<file path="src/rtl/cfg_pkg.sv">
/*
  shared constants of the converter configuration front end.
  assumes a 100 MHz system clock; the other files also write several of these numbers as literals.
*/
package cfg_pkg;
  // ----------------------------------------------------------------
  // clock and timing
  // ----------------------------------------------------------------
  localparam int          CLK_PERIOD_NS  = 10;
  localparam int          RST_PULSE_NS   = 10;
  localparam int          RST_PULSE_CYC  =
    (RST_PULSE_NS + CLK_PERIOD_NS - 1) / CLK_PERIOD_NS;
  localparam int          SCLK_MAX_MHZ   = 20;

  // ----------------------------------------------------------------
  // serial word layout
  // ----------------------------------------------------------------
  localparam int          WORD_BITS      = 16;
  localparam int          ADDR_BITS      = 8;
  localparam int          DATA_BITS      = 8;
  localparam logic [3:0]  LAST_BIT       = 4'hf;

  // ----------------------------------------------------------------
  // register 0 (reset_control)
  // ----------------------------------------------------------------
  localparam logic [7:0]  RESET_CONTROL_ADDR  = 8'h00;
  localparam logic [7:0]  RESET_CONTROL_RESET = 8'h00;
  localparam int          SOFT_RESET_BIT      = 7;
  localparam int          READOUT_BIT         = 0;

  // ----------------------------------------------------------------
  // format select pin levels and sample path
  // ----------------------------------------------------------------
  localparam logic [1:0]  FMT_LVL_GND    = 2'h0;
  localparam logic [1:0]  FMT_LVL_3_8    = 2'h1;
  localparam logic [1:0]  FMT_LVL_5_8    = 2'h2;
  localparam logic [1:0]  FMT_LVL_FULL   = 2'h3;
  localparam int          SAMPLE_BITS    = 14;
  localparam int          PAIR_LANES     = SAMPLE_BITS / 2;
endpackage

</file>
<file path="src/rtl/pin_sync.sv">
/*
  three-flop synchroniser with agreement filter for one pin input.
  assumes the pin is asynchronous to clk; output changes only when the
  second and third stages agree.
*/
`timescale 1ns/1ps
module pin_sync #(
  parameter logic RESET_VAL = 1'b0
) (
  // clock and reset
  input  wire logic clk,
  input  wire logic arst_n,
  // pin and filtered level
  input  wire logic pin,
  output logic      level
);
  logic [2:0] stage_q;
  logic       level_q;

  always_ff @(posedge clk or negedge arst_n) begin
    if (!arst_n) begin
      stage_q <= {3{RESET_VAL}};
      level_q <= RESET_VAL;
    end else begin
      stage_q <= {stage_q[1:0], pin};
      if (stage_q[1] == stage_q[2]) begin
        level_q <= stage_q[2];
      end
    end
  end

  assign level = level_q;
endmodule

</file>
<file path="src/rtl/adc_serial_config_port.sv">
/*
  configuration front end: three-wire serial write port, register 0,
  hardware and software reset, format select, output gate, standby and
  the sample word output formatting.
  assumes all pins are asynchronous to clk and the shift clock stays
  at or below 20 MHz so every level lasts several system clocks.
*/
//
// Behaviour
// - shift only while select is low
// - sample data on shift clock falling edge
// - commit word on every sixteenth edge
// - drop trailing bits short of a word
// - several words per select period allowed
// - address byte first, then data byte
// - any shift rate up to 20MHz
// - reset pin high pulse restores defaults
// - soft reset bit loads defaults, self-clears
// - four-level pin picks format and interface
// - output gate pin enables data buffers
// - data pin controls standby when port unused
// - late output clock adds one word period (two clocks) latency
// - ddr lanes carry even then odd bit
// - cmos pins carry one bit each
// - readout mode blocks writes except register 0
`timescale 1ns/1ps
module adc_serial_config_port (
  // clock and reset
  input  wire logic                           clk,
  input  wire logic                           arst_n,
  // serial configuration pins
  input  wire logic                           serial_select_n,
  input  wire logic                           shift_clock,
  input  wire logic                           serial_in_line,
  input  wire logic                           reset_pin,
  // parallel control pins
  input  wire logic [1:0]                     format_select_pin,
  input  wire logic                           output_gate_pin,
  // sample path
  input  wire logic [cfg_pkg::SAMPLE_BITS-1:0] sample_word,
  input  wire logic                           late_output_clock,
  // register write port toward the rest of the register map
  output logic                                reg_write,
  output logic [cfg_pkg::ADDR_BITS-1:0]       reg_addr,
  output logic [cfg_pkg::DATA_BITS-1:0]       reg_data,
  output logic                                regs_to_default,
  // register 0 and mode state
  output logic [cfg_pkg::DATA_BITS-1:0]       reset_control,
  output logic                                readout_mode,
  output logic                                offset_binary,
  output logic                                cmos_mode,
  output logic                                buffers_enabled,
  output logic                                standby,
  // formatted output data
  output logic [cfg_pkg::SAMPLE_BITS-1:0]     cmos_data,
  output logic [cfg_pkg::PAIR_LANES-1:0]      ddr_data,
  output logic                                output_strobe
);
  // ----------------------------------------------------------------
  // pin synchronisers
  // ----------------------------------------------------------------
  logic [5:0] pin_raw;
  logic [5:0] pin_lvl;

  // stages reset low, the idle level of the shift clock, so no false
  // falling edge follows reset
  assign pin_raw = {format_select_pin, output_gate_pin, reset_pin,
                    serial_in_line, shift_clock};

  for (genvar i = 0; i < 6; i++) begin : g_sync
    pin_sync #(
      .RESET_VAL (1'b0)
    ) u_sync (
      .clk    (clk),
      .arst_n (arst_n),
      .pin    (pin_raw[i]),
      .level  (pin_lvl[i])
    );
  end

  logic select_lvl_n;
  pin_sync #(
    .RESET_VAL (1'b1)
  ) u_select_sync (
    .clk    (clk),
    .arst_n (arst_n),
    .pin    (serial_select_n),
    .level  (select_lvl_n)
  );

  wire       sclk_lvl   = pin_lvl[0];
  wire       data_lvl   = pin_lvl[1];
  wire       rst_lvl    = pin_lvl[2];
  wire       gate_lvl   = pin_lvl[3];
  wire [1:0] fmt_lvl    = pin_lvl[5:4];

  // ----------------------------------------------------------------
  // hardware reset pulse
  // ----------------------------------------------------------------
  logic [1:0] rst_cnt_q;
  // count saturates while high, so a long or tied-high level loads
  // defaults once; a low level rearms it for the next pulse
  wire  [1:0] rst_cnt_inc = (rst_cnt_q == 2'h3) ? rst_cnt_q
                                                : rst_cnt_q + 2'h1;
  wire  [1:0] rst_cnt_d   = rst_lvl ? rst_cnt_inc : 2'h0;
  wire        hw_reset    = rst_lvl &&
    (rst_cnt_q == 2'(cfg_pkg::RST_PULSE_CYC - 1));

  always_ff @(posedge clk or negedge arst_n) begin
    if (!arst_n) begin
      rst_cnt_q  <= 2'h0;
    end else begin
      rst_cnt_q  <= rst_cnt_d;
    end
  end

  // ----------------------------------------------------------------
  // serial shifter
  // ----------------------------------------------------------------
  logic                          sclk_prev_q;
  logic [3:0]                    bit_cnt_q;
  logic [cfg_pkg::WORD_BITS-1:0] shift_q;

  wire sclk_fall  = sclk_prev_q && !sclk_lvl;
  wire shift_en   = sclk_fall && !select_lvl_n;
  wire word_done  = shift_en && (bit_cnt_q == cfg_pkg::LAST_BIT);
  wire [cfg_pkg::WORD_BITS-1:0] word_d = {shift_q[14:0], data_lvl};
  wire [7:0] w_addr = word_d[15:8];
  wire [7:0] w_data = word_d[7:0];

  always_ff @(posedge clk or negedge arst_n) begin
    if (!arst_n) begin
      sclk_prev_q <= 1'b0;
      bit_cnt_q   <= 4'h0;
      shift_q     <= 16'h0000;
    end else begin
      sclk_prev_q <= sclk_lvl;
      if (select_lvl_n) begin
        bit_cnt_q <= 4'h0;
      end else if (shift_en) begin
        bit_cnt_q <= bit_cnt_q + 4'h1;
        shift_q   <= word_d;
      end
    end
  end

  // ----------------------------------------------------------------
  // register 0 and write port
  // ----------------------------------------------------------------
  logic [7:0] reset_control_q;
  logic       reg_write_q;
  logic [7:0] reg_addr_q;
  logic [7:0] reg_data_q;
  logic       to_default_q;

  wire is_reg0   = (w_addr == cfg_pkg::RESET_CONTROL_ADDR);
  wire in_readout = reset_control_q[cfg_pkg::READOUT_BIT];
  wire write_ok  = word_done && (is_reg0 || !in_readout);
  wire soft_rst  = word_done && is_reg0 &&
                   w_data[cfg_pkg::SOFT_RESET_BIT];
  wire defaults  = hw_reset || soft_rst;

  always_ff @(posedge clk or negedge arst_n) begin
    if (!arst_n) begin
      reset_control_q <= cfg_pkg::RESET_CONTROL_RESET;
      reg_write_q     <= 1'b0;
      reg_addr_q      <= 8'h00;
      reg_data_q      <= 8'h00;
      to_default_q    <= 1'b0;
    end else begin
      to_default_q <= defaults;
      reg_write_q  <= write_ok && !defaults;
      if (defaults) begin
        reset_control_q <= cfg_pkg::RESET_CONTROL_RESET;
      end else if (write_ok && is_reg0) begin
        reset_control_q <= w_data;
      end
      if (write_ok) begin
        reg_addr_q <= w_addr;
        reg_data_q <= w_data;
      end
    end
  end

  // ----------------------------------------------------------------
  // parallel pins and standby
  // ----------------------------------------------------------------
  logic offset_q;
  logic cmos_q;
  logic buf_en_q;
  logic standby_q;

  wire fmt_offset = (fmt_lvl == cfg_pkg::FMT_LVL_5_8) ||
                    (fmt_lvl == cfg_pkg::FMT_LVL_FULL);
  wire fmt_cmos   = (fmt_lvl == cfg_pkg::FMT_LVL_3_8) ||
                    (fmt_lvl == cfg_pkg::FMT_LVL_5_8);
  // port counts as unused when reset is held high, select idles high and shift clock idles low
  wire port_unused = rst_lvl && select_lvl_n && !sclk_lvl;

  always_ff @(posedge clk or negedge arst_n) begin
    if (!arst_n) begin
      offset_q  <= 1'b0;
      cmos_q    <= 1'b0;
      buf_en_q  <= 1'b0;
      standby_q <= 1'b0;
    end else begin
      offset_q  <= fmt_offset;
      cmos_q    <= fmt_cmos;
      buf_en_q  <= gate_lvl;
      standby_q <= port_unused && data_lvl;
    end
  end

  // ----------------------------------------------------------------
  // sample output formatting
  // ----------------------------------------------------------------
  logic [13:0] stage_q;
  logic [13:0] late_q;
  logic [13:0] cmos_q_data;
  logic [6:0]  ddr_q;
  logic        phase_q;
  logic        strobe_q;

  wire [13:0] fmt_word = {stage_q[13] ^ offset_q, stage_q[12:0]};
  wire [13:0] out_word = late_output_clock ? late_q : fmt_word;
  logic [6:0] even_bits;
  logic [6:0] odd_bits;
  always_comb begin
    for (int k = 0; k < cfg_pkg::PAIR_LANES; k++) begin
      even_bits[k] = out_word[2*k];
      odd_bits[k]  = out_word[2*k+1];
    end
  end

  always_ff @(posedge clk or negedge arst_n) begin
    if (!arst_n) begin
      stage_q     <= 14'h0000;
      late_q      <= 14'h0000;
      cmos_q_data <= 14'h0000;
      ddr_q       <= 7'h00;
      phase_q     <= 1'b0;
      strobe_q    <= 1'b0;
    end else begin
      phase_q  <= ~phase_q;
      strobe_q <= buf_en_q && !phase_q;
      if (!phase_q) begin
        stage_q <= sample_word;
        late_q  <= fmt_word;
      end
      cmos_q_data <= (buf_en_q && cmos_q) ? out_word : 14'h0000;
      if (buf_en_q && !cmos_q) begin
        ddr_q <= phase_q ? odd_bits : even_bits;
      end else begin
        ddr_q <= 7'h00;
      end
    end
  end

  assign reg_write       = reg_write_q;
  assign reg_addr        = reg_addr_q;
  assign reg_data        = reg_data_q;
  assign regs_to_default = to_default_q;
  assign reset_control   = reset_control_q;
  assign readout_mode    = reset_control_q[cfg_pkg::READOUT_BIT];
  assign offset_binary   = offset_q;
  assign cmos_mode       = cmos_q;
  assign buffers_enabled = buf_en_q;
  assign standby         = standby_q;
  assign cmos_data       = cmos_q_data;
  assign ddr_data        = ddr_q;
  assign output_strobe   = strobe_q;
endmodule

</file>
<file path="config.mk">
export PLATFORM = sky130hd
export DESIGN_NAME = adc_serial_config_port
export DESIGN_NICKNAME = d
export VERILOG_FILES = /design/src/rtl/cfg_pkg.sv /design/src/rtl/pin_sync.sv /design/src/rtl/adc_serial_config_port.sv
export SDC_FILE = /design/constraint.sdc
export NUM_CORES = 1
export LEC_CHECK = 0
export BUFFER_PORTS_ARGS = -buffer_cell sky130_fd_sc_hd__buf_2
export CORE_MARGIN = 10
export CORE_UTILIZATION = 41
export DETAILED_ROUTE_END_ITERATION = 10
export GPL_TIMING_DRIVEN = 0
export PLACE_DENSITY = 0.61
export SLEW_MARGIN = 5
export SYNTH_ARGS = -nofsm -noshare
export SYNTH_HDL_FRONTEND = slang
export SYNTH_SLANG_ARGS = --single-unit
</file>
<file path="constraint.sdc">
create_clock -name clk -period 2.4 [get_ports clk]
set_input_delay 0.12 -clock clk [delete_from_list [all_inputs] [get_ports clk]]
set_output_delay 0.12 -clock clk [all_outputs]
set_load 0.02 [all_outputs]
</file>
==> impl_results.rst, run 1 <==
.. list-table::
   :header-rows: 1

   * - Metric
     - Value
   * - Horizontal die dimension
     - between 100 and 150 um
   * - Number of placed I/O pins
     - between 70 and 80
   * - Worst hold path depth
     - 3
   * - Flip-flop and latch count after synthesis
     - approximately 130
   * - TritonCTS Sinks
     - 131
   * - Fraction of power consumed by the clock network
     - a little over two fifths
   * - Design Area, Final
     - around 0.0063 mm^2
   * - Max FO, Critical Path
     - 10
   * - Largest net degree at the start of global routing
     - 70
   * - CTS buffer count
     - 17
   * - GRT Total Usage
     - between 10% and 20%
   * - Post-Route WL
     - around 9300 um
   * - Final critical-path required period
     - 1.90 ns
   * - Global route overflow
     - 0
   * - Multi-input combinational cell area
     - between 0.0015 and 0.002 mm^2
   * - Layout cells sized above 1
     - between 40% and 50%
   * - TritonRoute pass-1 iters
     - 4
   * - Number of fill cells in the layout
     - 1012
   * - Synth Net Count
     - ~350
   * - Transition time at the pin with the least slew margin
     - slightly above 0.6 ns
   * - Post-synthesis sequential area ratio
     - between 60% and 70%
   * - Stage delay of the slowest cell on the critical path
     - between 0.5 and 0.6 ns
   * - Leakage power of the design
     - around 3.1 nW
   * - Final Util
     - 53.1%
   * - Setup-failing EPs final
     - 0
   * - Maximum count of clock buffers along a single path
     - 2
   * - Peak supply drop
     - just under 500 uV
   * - Total of max-cap violations
     - 0
   * - Multiplexer area fraction after synthesis
     - 20.0%
   * - Required time at the endpoint of the critical path
     - 2.69 ns
   * - Die area
     - between 0.015 and 0.02 mm^2
   * - Data arrival time of the worst path
     - around 2.2 ns
   * - TritonCTS clock tree
     - yes
   * - Post-Syn Area
     - 0.00496 mm^2
   * - Classification of the worst setup path
     - reg2reg
   * - Clock latency of the later-clocked register in the worst-skew pair
     - about 0.4 ns
   * - Crit-path cells
     - or4_4 -> o21ai_2 -> nand2_4 -> buf_12 -> mux2_4
   * - Total via count in the routed design
     - ~2900
   * - Area occupied by registers
     - 0.00328 mm^2
   * - Total of cells resized after clock tree synthesis
     - 0
   * - Number of placement rows
     - 40
   * - Cell family with the largest share of critical-path delay
     - simple AND/OR/NAND/NOR gates
   * - Net switching fraction of the power
     - between 20 and 25%
   * - Post-synthesis simple-gate area fraction
     - 6.73%
   * - Critical path buffers and inverters
     - 1
   * - Instance count of the mapped netlist
     - roughly 320
   * - Flop2flop setup slack
     - approximately 0.50 ns
   * - Adder and majority gate portion of the synthesized area
     - about 2.7%
   * - Detailed route wirelength on metal2
     - around 4500 um
   * - Deepest level of the CTS H-tree
     - 4
   * - Wire length on met1
     - between 4000 and 5000 um
   * - Final Cycle Share
     - around 79%
   * - Sequential Power Share
     - 46.8%
   * - DIE HEIGHT
     - about 130 um
   * - Detailed-route wire length per cell
     - 15.6 um
   * - Reg2reg start
     - shift_q[12]$_DFFE_PN0P_
   * - Kind of start point of the critical path
     - flip-flop
   * - Count of nets after finishing
     - 466
   * - Gpl congestion
     - ~0.74
   * - Mapped Avg Cell Area
     - approximately 16 um^2
   * - Combinational family with the most area after synthesis
     - multiplexers
   * - DRT antenna net count
     - 0
   * - Headroom to the max-slew limit
     - around three fifths
   * - RSZ-0062 raised after global routing
     - false
   * - DP Cell Count
     - about 540
   * - Capturing point of the worst reg2reg path
     - reg_data[1]$_DFFE_PN0N_
   * - Most used cells in the layout excluding fill and tap cells
     - dfrtp_1 (127), buf_2 (77), mux2_2 (51)
   * - Initial antenna violation count
     - 0
   * - Warnings from Yosys
     - 0
   * - Pwr/cell area
     - between 800 and 900 mW/mm^2
   * - Startpoint of the lowest-slack hold path
     - late_output_clock
   * - Final-report max-slew violation count
     - 0
   * - Starting utilization of the core area
     - a little over two fifths
   * - Count of antenna diodes in the layout
     - 0
   * - NetSw
     - approximately 1.3 mW
   * - Count of final hold-check violations
     - 0
   * - Detailed router's first-iteration violation count
     - roughly 200
   * - First-pass GRT wire length
     - roughly 16000 um
   * - Area added between synthesis and finish
     - 27.4%
   * - Xor and xnor area share after synthesis
     - less than 1%
   * - Number of standard cells in the final layout excluding fillers
     - 595
   * - Capture endpoint of the worst hold path
     - ddr_data[0]$_DFF_PN0_
   * - Core area
     - 0.0119 mm^2
   * - Library cell used as clock root buffer
     - clkbuf_16
   * - Number of library cell types mapped by synthesis
     - 33
   * - Tightest Hold Check Type
     - in2reg
   * - Highest-delay cell along the critical path
     - or4_4
   * - Fin Clk Skew
     - 0.00330 ns
   * - DPL Wire Length
     - 6280 um
   * - Placed inst area
     - about 0.0056 mm^2
   * - Clock transition at the registers of the reported paths
     - approximately 0.050 ns
   * - Vias in the first global route
     - ~3000
   * - Relative contribution of combinational cells to total power
     - between 10 and 15%
   * - Final worst hold slack
     - 0.172 ns
   * - P_int
     - 4.15 mW
   * - Total length of routed met3 wires
     - around 480 um
   * - Uppermost routed layer
     - met4
   * - DRC violations left
     - 0
   * - R2r worst-path depth
     - 5
   * - Buffer count from post-CTS setup fixing
     - 0
   * - Number of buffer cells added on primary ports
     - 76
   * - Total power after layout
     - 5.47 mW
   * - DR vias/cell
     - roughly 4.8
   * - Commonest non-fill, non-tap cell in the layout
     - dfrtp_1
   * - Maximum operating frequency
     - 525 MHz
   * - Compound-cell area share of the yosys netlist
     - ~1.5%
   * - Status
     - complete, no violations
   * - Element type at the critical path end
     - flip-flop
   * - CTS hold repair buffers
     - 22
cell type report:
class	instances	area share (%)
inverter	5	0.297
tap	147	2.91
multi-input combinational	171	25.0
sequential	131	51.9
timing repair buffer	99	10.0
clock buffer	25	8.15
buffer	12	1.31
clock inverter	5	0.396
worst min-delay path, delay by kind of cell:
kind	cells	cell delay [ns]
muxes	1	0.21
buffers and inverters	1	0.11
and+or+nand+nor	1	0.11
through the flow:
step	setup TNS (ns)	setup slack, ns
after detailed placement	0	0.494
after global placement	-66.91	-0.534
final	0	0.496
after global routing	0	0.406
after CTS	0	0.484
after floorplan	0	0.601
state kept, by name, indices dropped and copies added, names as in the netlist, 2 cells and up:
name                   count
bit_cnt_q                  4
cmos_data                 14
ddr_data                   7
g_sync.u_sync.level        6
g_sync.u_sync.stage_q     18
late_q                    14
reg_addr                   8
reg_data                   8
reset_control              8
rst_cnt_q                  2
shift_q                   15
stage_q                   14
u_select_sync.stage_q      3
per-layer routing:
layer  vias up  GRT usage, %
met4         0          5.56
met1      1435          15.2
met3         8          4.54
met5         -             0
met2        64          18.8
li1       1343             -
worst max path at each step:
stage / from / end / slack (ns) / cells past startpoint
after floorplan: shift_q[12]$_DFFE_PN0P_ / reg_addr[5]$_DFFE_PN0N_ / 0.60 / 5
after global placement: arst_n / g_sync[3].u_sync.stage_q[0]$_DFF_PN0_ / -0.53 / 1
after detailed placement: shift_q[12]$_DFFE_PN0P_ / reg_data[1]$_DFFE_PN0N_ / 0.49 / 5
after CTS: shift_q[12]$_DFFE_PN0P_ / reg_data[1]$_DFFE_PN0N_ / 0.48 / 5
after global routing: g_sync[0].u_sync.level$_DFFE_PN0N_ / reset_control[5]$_DFFE_PN0P_ / 0.41 / 6
final: shift_q[12]$_DFFE_PN0P_ / reg_data[1]$_DFFE_PN0N_ / 0.50 / 5
Yosys cell counts (all sizes together):
master / n / share of area [%]
a21oi: 2 / 0.20
a221oi: 1 / 0.30
and2: 7 / 0.88
and4b: 1 / 0.20
buf: 6 / 1.2
clkbuf: 6 / 0.45
dfrtp: 127 / 64
dfstp: 4 / 2.1
ha: 5 / 1.3
inv: 5 / 0.38
maj3: 7 / 1.4
mux2: 60 / 14
mux2i: 15 / 3.0
mux4: 6 / 2.7
nand2: 13 / 1.1
nand3: 9 / 0.91
nand4: 1 / 0.13
nor2: 20 / 1.7
nor2b: 5 / 0.63
nor4: 1 / 0.43
o21ai: 9 / 0.98
or2: 1 / 0.13
or3b: 1 / 0.18
or4: 2 / 0.45
xnor2: 2 / 0.35
xor2: 3 / 0.53
power groups by stage:
stage,clock network (mW),registers (mW),logic (mW)
3_5_place_dp,0,2.60,0.583
6_report,2.31,2.56,0.598
4_1_cts,2.39,2.57,0.614
2_1_floorplan,0,2.61,0.332
3_3_place_gp,0,2.59,0.570
5_1_grt,2.49,2.59,0.674
logic make-up after synthesis:
family	after synthesis
adders and majority gates	12
and+or+nand+nor	61
AOI/OAI and AO/OA	12
DFF	131
buffers and inverters	17
xor gates and xnor gates	5
muxes	81
Power figures use the tool's default switching activity.
==> inputs of run 2 (changes only) <==
ABC_AREA = 1   (was default)
clock period = 1.9 ns   (was 2.4 ns; I/O delays follow)
==> run 2 against run 1 <==
- clock power up 36%
- die area up 1.4%
- clock skew up 0.0067 ns
- critical path type unchanged
==> impl_results.rst, run 2 <==
.. list-table::
   :header-rows: 1

   * - Metric
     - Value
   * - Status
     - complete, no violations
   * - Top flop regs
     - g_sync.u_sync.stage_q x18, shift_q x15
   * - Detailed-route wire length per cell
     - roughly 14 um
   * - Maximum count of clock buffers along a single path
     - 2
   * - Async set or reset register ratio after synthesis
     - between 90% and 100%
   * - Commonest non-fill, non-tap cell in the layout
     - dfrtp_1
   * - P_int
     - ~5.5 mW
   * - DRT antenna net count
     - 0
   * - Startpoint of the lowest-slack hold path
     - late_output_clock
   * - Dominant cell by count in the synthesized netlist
     - dfrtp_1
   * - Initial antenna violation count
     - 0
   * - R2r worst-path depth
     - 7
   * - Post-Route WL
     - 10700 um
   * - Top cells by count, synth
     - dfrtp_1 (127), nand2_1 (89), o21ai_0 (57), inv_1 (46), nand3_1 (36)
   * - DRC violations left
     - 0
   * - Number of placement rows
     - 40
   * - DIE HEIGHT
     - ~130 um
   * - Layout cells sized above 1
     - about 24%
   * - Mapped Avg Cell Area
     - around 11 um^2
   * - Register containing the most flip-flops in the final layout
     - g_sync.u_sync.stage_q
   * - Number of library cell types mapped by synthesis
     - 32
   * - Tightest Hold Check Type
     - in2reg
   * - Largest net degree at the start of global routing
     - 89
   * - Post-synth EDFFs
     - 0
   * - Total via count in the routed design
     - 3587
   * - Flip-flop count of the largest register, all copies and words added
     - 18
   * - Net switching fraction of the power
     - between 20% and 30%
   * - Leakage power of the design
     - between 3 and 4 nW
   * - First-pass GRT wire length
     - 17600 um
   * - Setup-failing EPs final
     - 0
   * - Total of cells resized after clock tree synthesis
     - 0
   * - Final Util
     - a little over half
   * - Total power after layout
     - approximately 7.3 mW
   * - Final critical-path setup slack
     - ~0.44 ns
   * - Flip-flop and latch count after synthesis
     - ~130
   * - Peak supply drop
     - ~740 uV
   * - Flop2flop setup slack
     - approximately 0.44 ns
   * - Clock latency of the later-clocked register in the worst-skew pair
     - about 0.41 ns
   * - Maximum operating frequency
     - a little under 700 MHz
   * - Detailed router's first-iteration violation count
     - approximately 210
   * - Fraction of power consumed by the clock network
     - about 43%
   * - CTS buffer count
     - 17
   * - TritonCTS Sinks
     - 131
   * - Max FO, Critical Path
     - 10
   * - Fin Clk Skew
     - ~0.01 ns
   * - Total of max-cap violations
     - 0
   * - Number of placed I/O pins
     - 77
   * - Post-synthesis sequential area ratio
     - about two thirds
   * - Number of fill cells in the layout
     - around 1100
   * - Starting utilization of the core area
     - 42.0%
   * - Transition time at the pin with the least slew margin
     - ~0.48 ns
   * - Share of Yosys cell area claimed by the top area cell type
     - a little over three fifths
   * - Vias in the first global route
     - around 3600
   * - Count of antenna diodes in the layout
     - 0
   * - GRT Total Usage
     - approximately an eighth
   * - RSZ-0062 raised after global routing
     - false
   * - Classification of the worst setup path
     - reg2reg
   * - DR vias/cell
     - ~4.8
   * - Worst slack, placed
     - ~0.44 ns
   * - Required time at the endpoint of the critical path
     - between 2 and 2.5 ns
   * - Top FF cell, synth
     - dfrtp_1
   * - Post-Syn Area
     - a little over 0.005 mm^2
   * - Relative contribution of combinational cells to total power
     - a little over a tenth
   * - Gpl congestion
     - between 0.7 and 0.8
   * - Count of final hold-check violations
     - 0
   * - Number of buffer cells added on primary ports
     - between 70 and 80
   * - Warnings from Yosys
     - 0
   * - Worst hold path depth
     - 4
   * - Deepest level of the CTS H-tree
     - 4
   * - TritonCTS clock tree
     - yes
   * - CTS hold repair buffers
     - 22
   * - Global route overflow
     - 0
   * - Core area
     - about 0.012 mm^2
   * - Die area
     - around 0.017 mm^2
   * - NetSw
     - 1.85 mW
   * - Data arrival time of the worst path
     - around 1.8 ns
   * - Multi-input combinational cell area
     - about 0.0014 mm^2
   * - Final critical-path required period
     - ~1.5 ns
   * - Library cell used as clock root buffer
     - clkbuf_16
   * - Area occupied by registers
     - roughly 0.0033 mm^2
   * - DP Cell Count
     - between 600 and 700
   * - Pwr/cell area
     - 1130 mW/mm^2
   * - Final-report max-slew violation count
     - 0
   * - Final Cycle Share
     - about three quarters
   * - Buffer count from post-CTS setup fixing
     - 0
   * - Capturing point of the worst reg2reg path
     - reg_addr[4]$_DFFE_PN0N_
   * - Count of nets after finishing
     - 620
   * - Horizontal die dimension
     - roughly 130 um
   * - Instance count of the mapped netlist
     - 473
   * - Cell types occupying the most area after synthesis
     - dfrtp_1 (63%), nand2_1 (6.6%), o21ai_0 (5.7%)
   * - Most area-hungry cell type in the Yosys netlist
     - dfrtp_1
   * - Most used cells in the layout excluding fill and tap cells
     - dfrtp_1 (127), nand2_1 (89), buf_2 (80)
   * - Capture endpoint of the worst hold path
     - cmos_data[13]$_DFF_PN0_
   * - TritonRoute pass-1 iters
     - 4
   * - Synth Net Count
     - approximately 500
   * - Number of standard cells in the final layout excluding fillers
     - between 700 and 800
   * - Area added between synthesis and finish
     - 27.8%
   * - DPL Wire Length
     - about 7400 um
   * - Headroom to the max-slew limit
     - approximately two thirds
   * - Sequential Power Share
     - 46.0%
   * - Reg2reg start
     - bit_cnt_q[0]$_DFFE_PN0P_
   * - Element type at the critical path end
     - flip-flop
   * - Kind of start point of the critical path
     - flip-flop
   * - Clock transition at the registers of the reported paths
     - ~0.05 ns
## run 2: changes by cell type after synthesis, sizes merged, moves of 7 or more
cell and change:
a21oi +13, nand3 +39, and2 -7, o21ai +49
mux2i -14, nor2 +12, mux2 -60, buf +7
inv +43, nand2 +80
## run 2: worst max-delay path, cell delays in order (launching register included)
cell	delay, ns
dfrtp_1	0.38
ha_1	0.21
nand3_2	0.13
nor2_8	0.23
nand2_4	0.10
buf_6	0.17
nand3_2	0.07
nand2_1	0.05
## run 2: area by class of cell
type / instances / area share (%)
buffer: 22 / 2.08
clock buffer: 28 / 8.48
clock inverter: 3 / 0.621
inverter: 48 / 2.79
multi-input combinational: 272 / 22.5
sequential: 131 / 50.9
tap: 147 / 2.85
timing repair buffer: 99 / 9.83
## run 2: cell families after synthesis
logic type,count (synthesis),share of synthesized area (%)
xor gates and xnor gates,2,0.347
DFF,131,65.1
buffers and inverters,70,6.22
AOI/OAI and AO/OA,74,7.59
adders and majority gates,12,2.63
and+or+nand+nor,183,18.0
muxes,1,0.198
## run 2: metal layers
metal  global-route usage [%]  vias to the layer above  wire length [um]
li1                         -                     1766                 -
met1                     15.7                     1736              4640
met2                     21.3                       76              5230
met3                     4.27                        9               665
met4                     6.54                        0               123
met5                        0                        -                 0
## run 2: power by group through the flow
stage	combinational (mW)	sequential, mW	clock [mW]
6_report	0.798	3.36	3.14
5_1_grt	0.922	3.40	3.35
4_1_cts	0.817	3.36	3.22
3_5_place_dp	0.778	3.40	0
3_3_place_gp	0.746	3.39	0
2_1_floorplan	0.447	3.39	0
## run 2: worst max path at each step
stage	to	startpoint	slack, ns
after floorplan	reg_addr[5]$_DFFE_PN0N_	bit_cnt_q[0]$_DFFE_PN0P_	0.56
after global placement	g_sync[3].u_sync.stage_q[1]$_DFF_PN0_	arst_n	-0.95
after detailed placement	reg_addr[4]$_DFFE_PN0N_	bit_cnt_q[0]$_DFFE_PN0P_	0.44
after CTS	reg_addr[4]$_DFFE_PN0N_	bit_cnt_q[0]$_DFFE_PN0P_	0.43
after global routing	reg_addr[7]$_DFFE_PN0N_	bit_cnt_q[0]$_DFFE_PN0P_	0.35
final	reg_addr[4]$_DFFE_PN0N_	bit_cnt_q[0]$_DFFE_PN0P_	0.44
## run 2: through the flow
stage / cell area [um^2] / hold WS (ns) / setup TNS, ns
global route: 6450 / 0.140 / 0
floorplan: 5050 / -0.201 / 0
global placement: 5610 / 0.202 / -120.99
finish: 6450 / 0.124 / 0
CTS: 6450 / 0.0952 / 0
detailed placement: 5640 / 0.0422 / 0
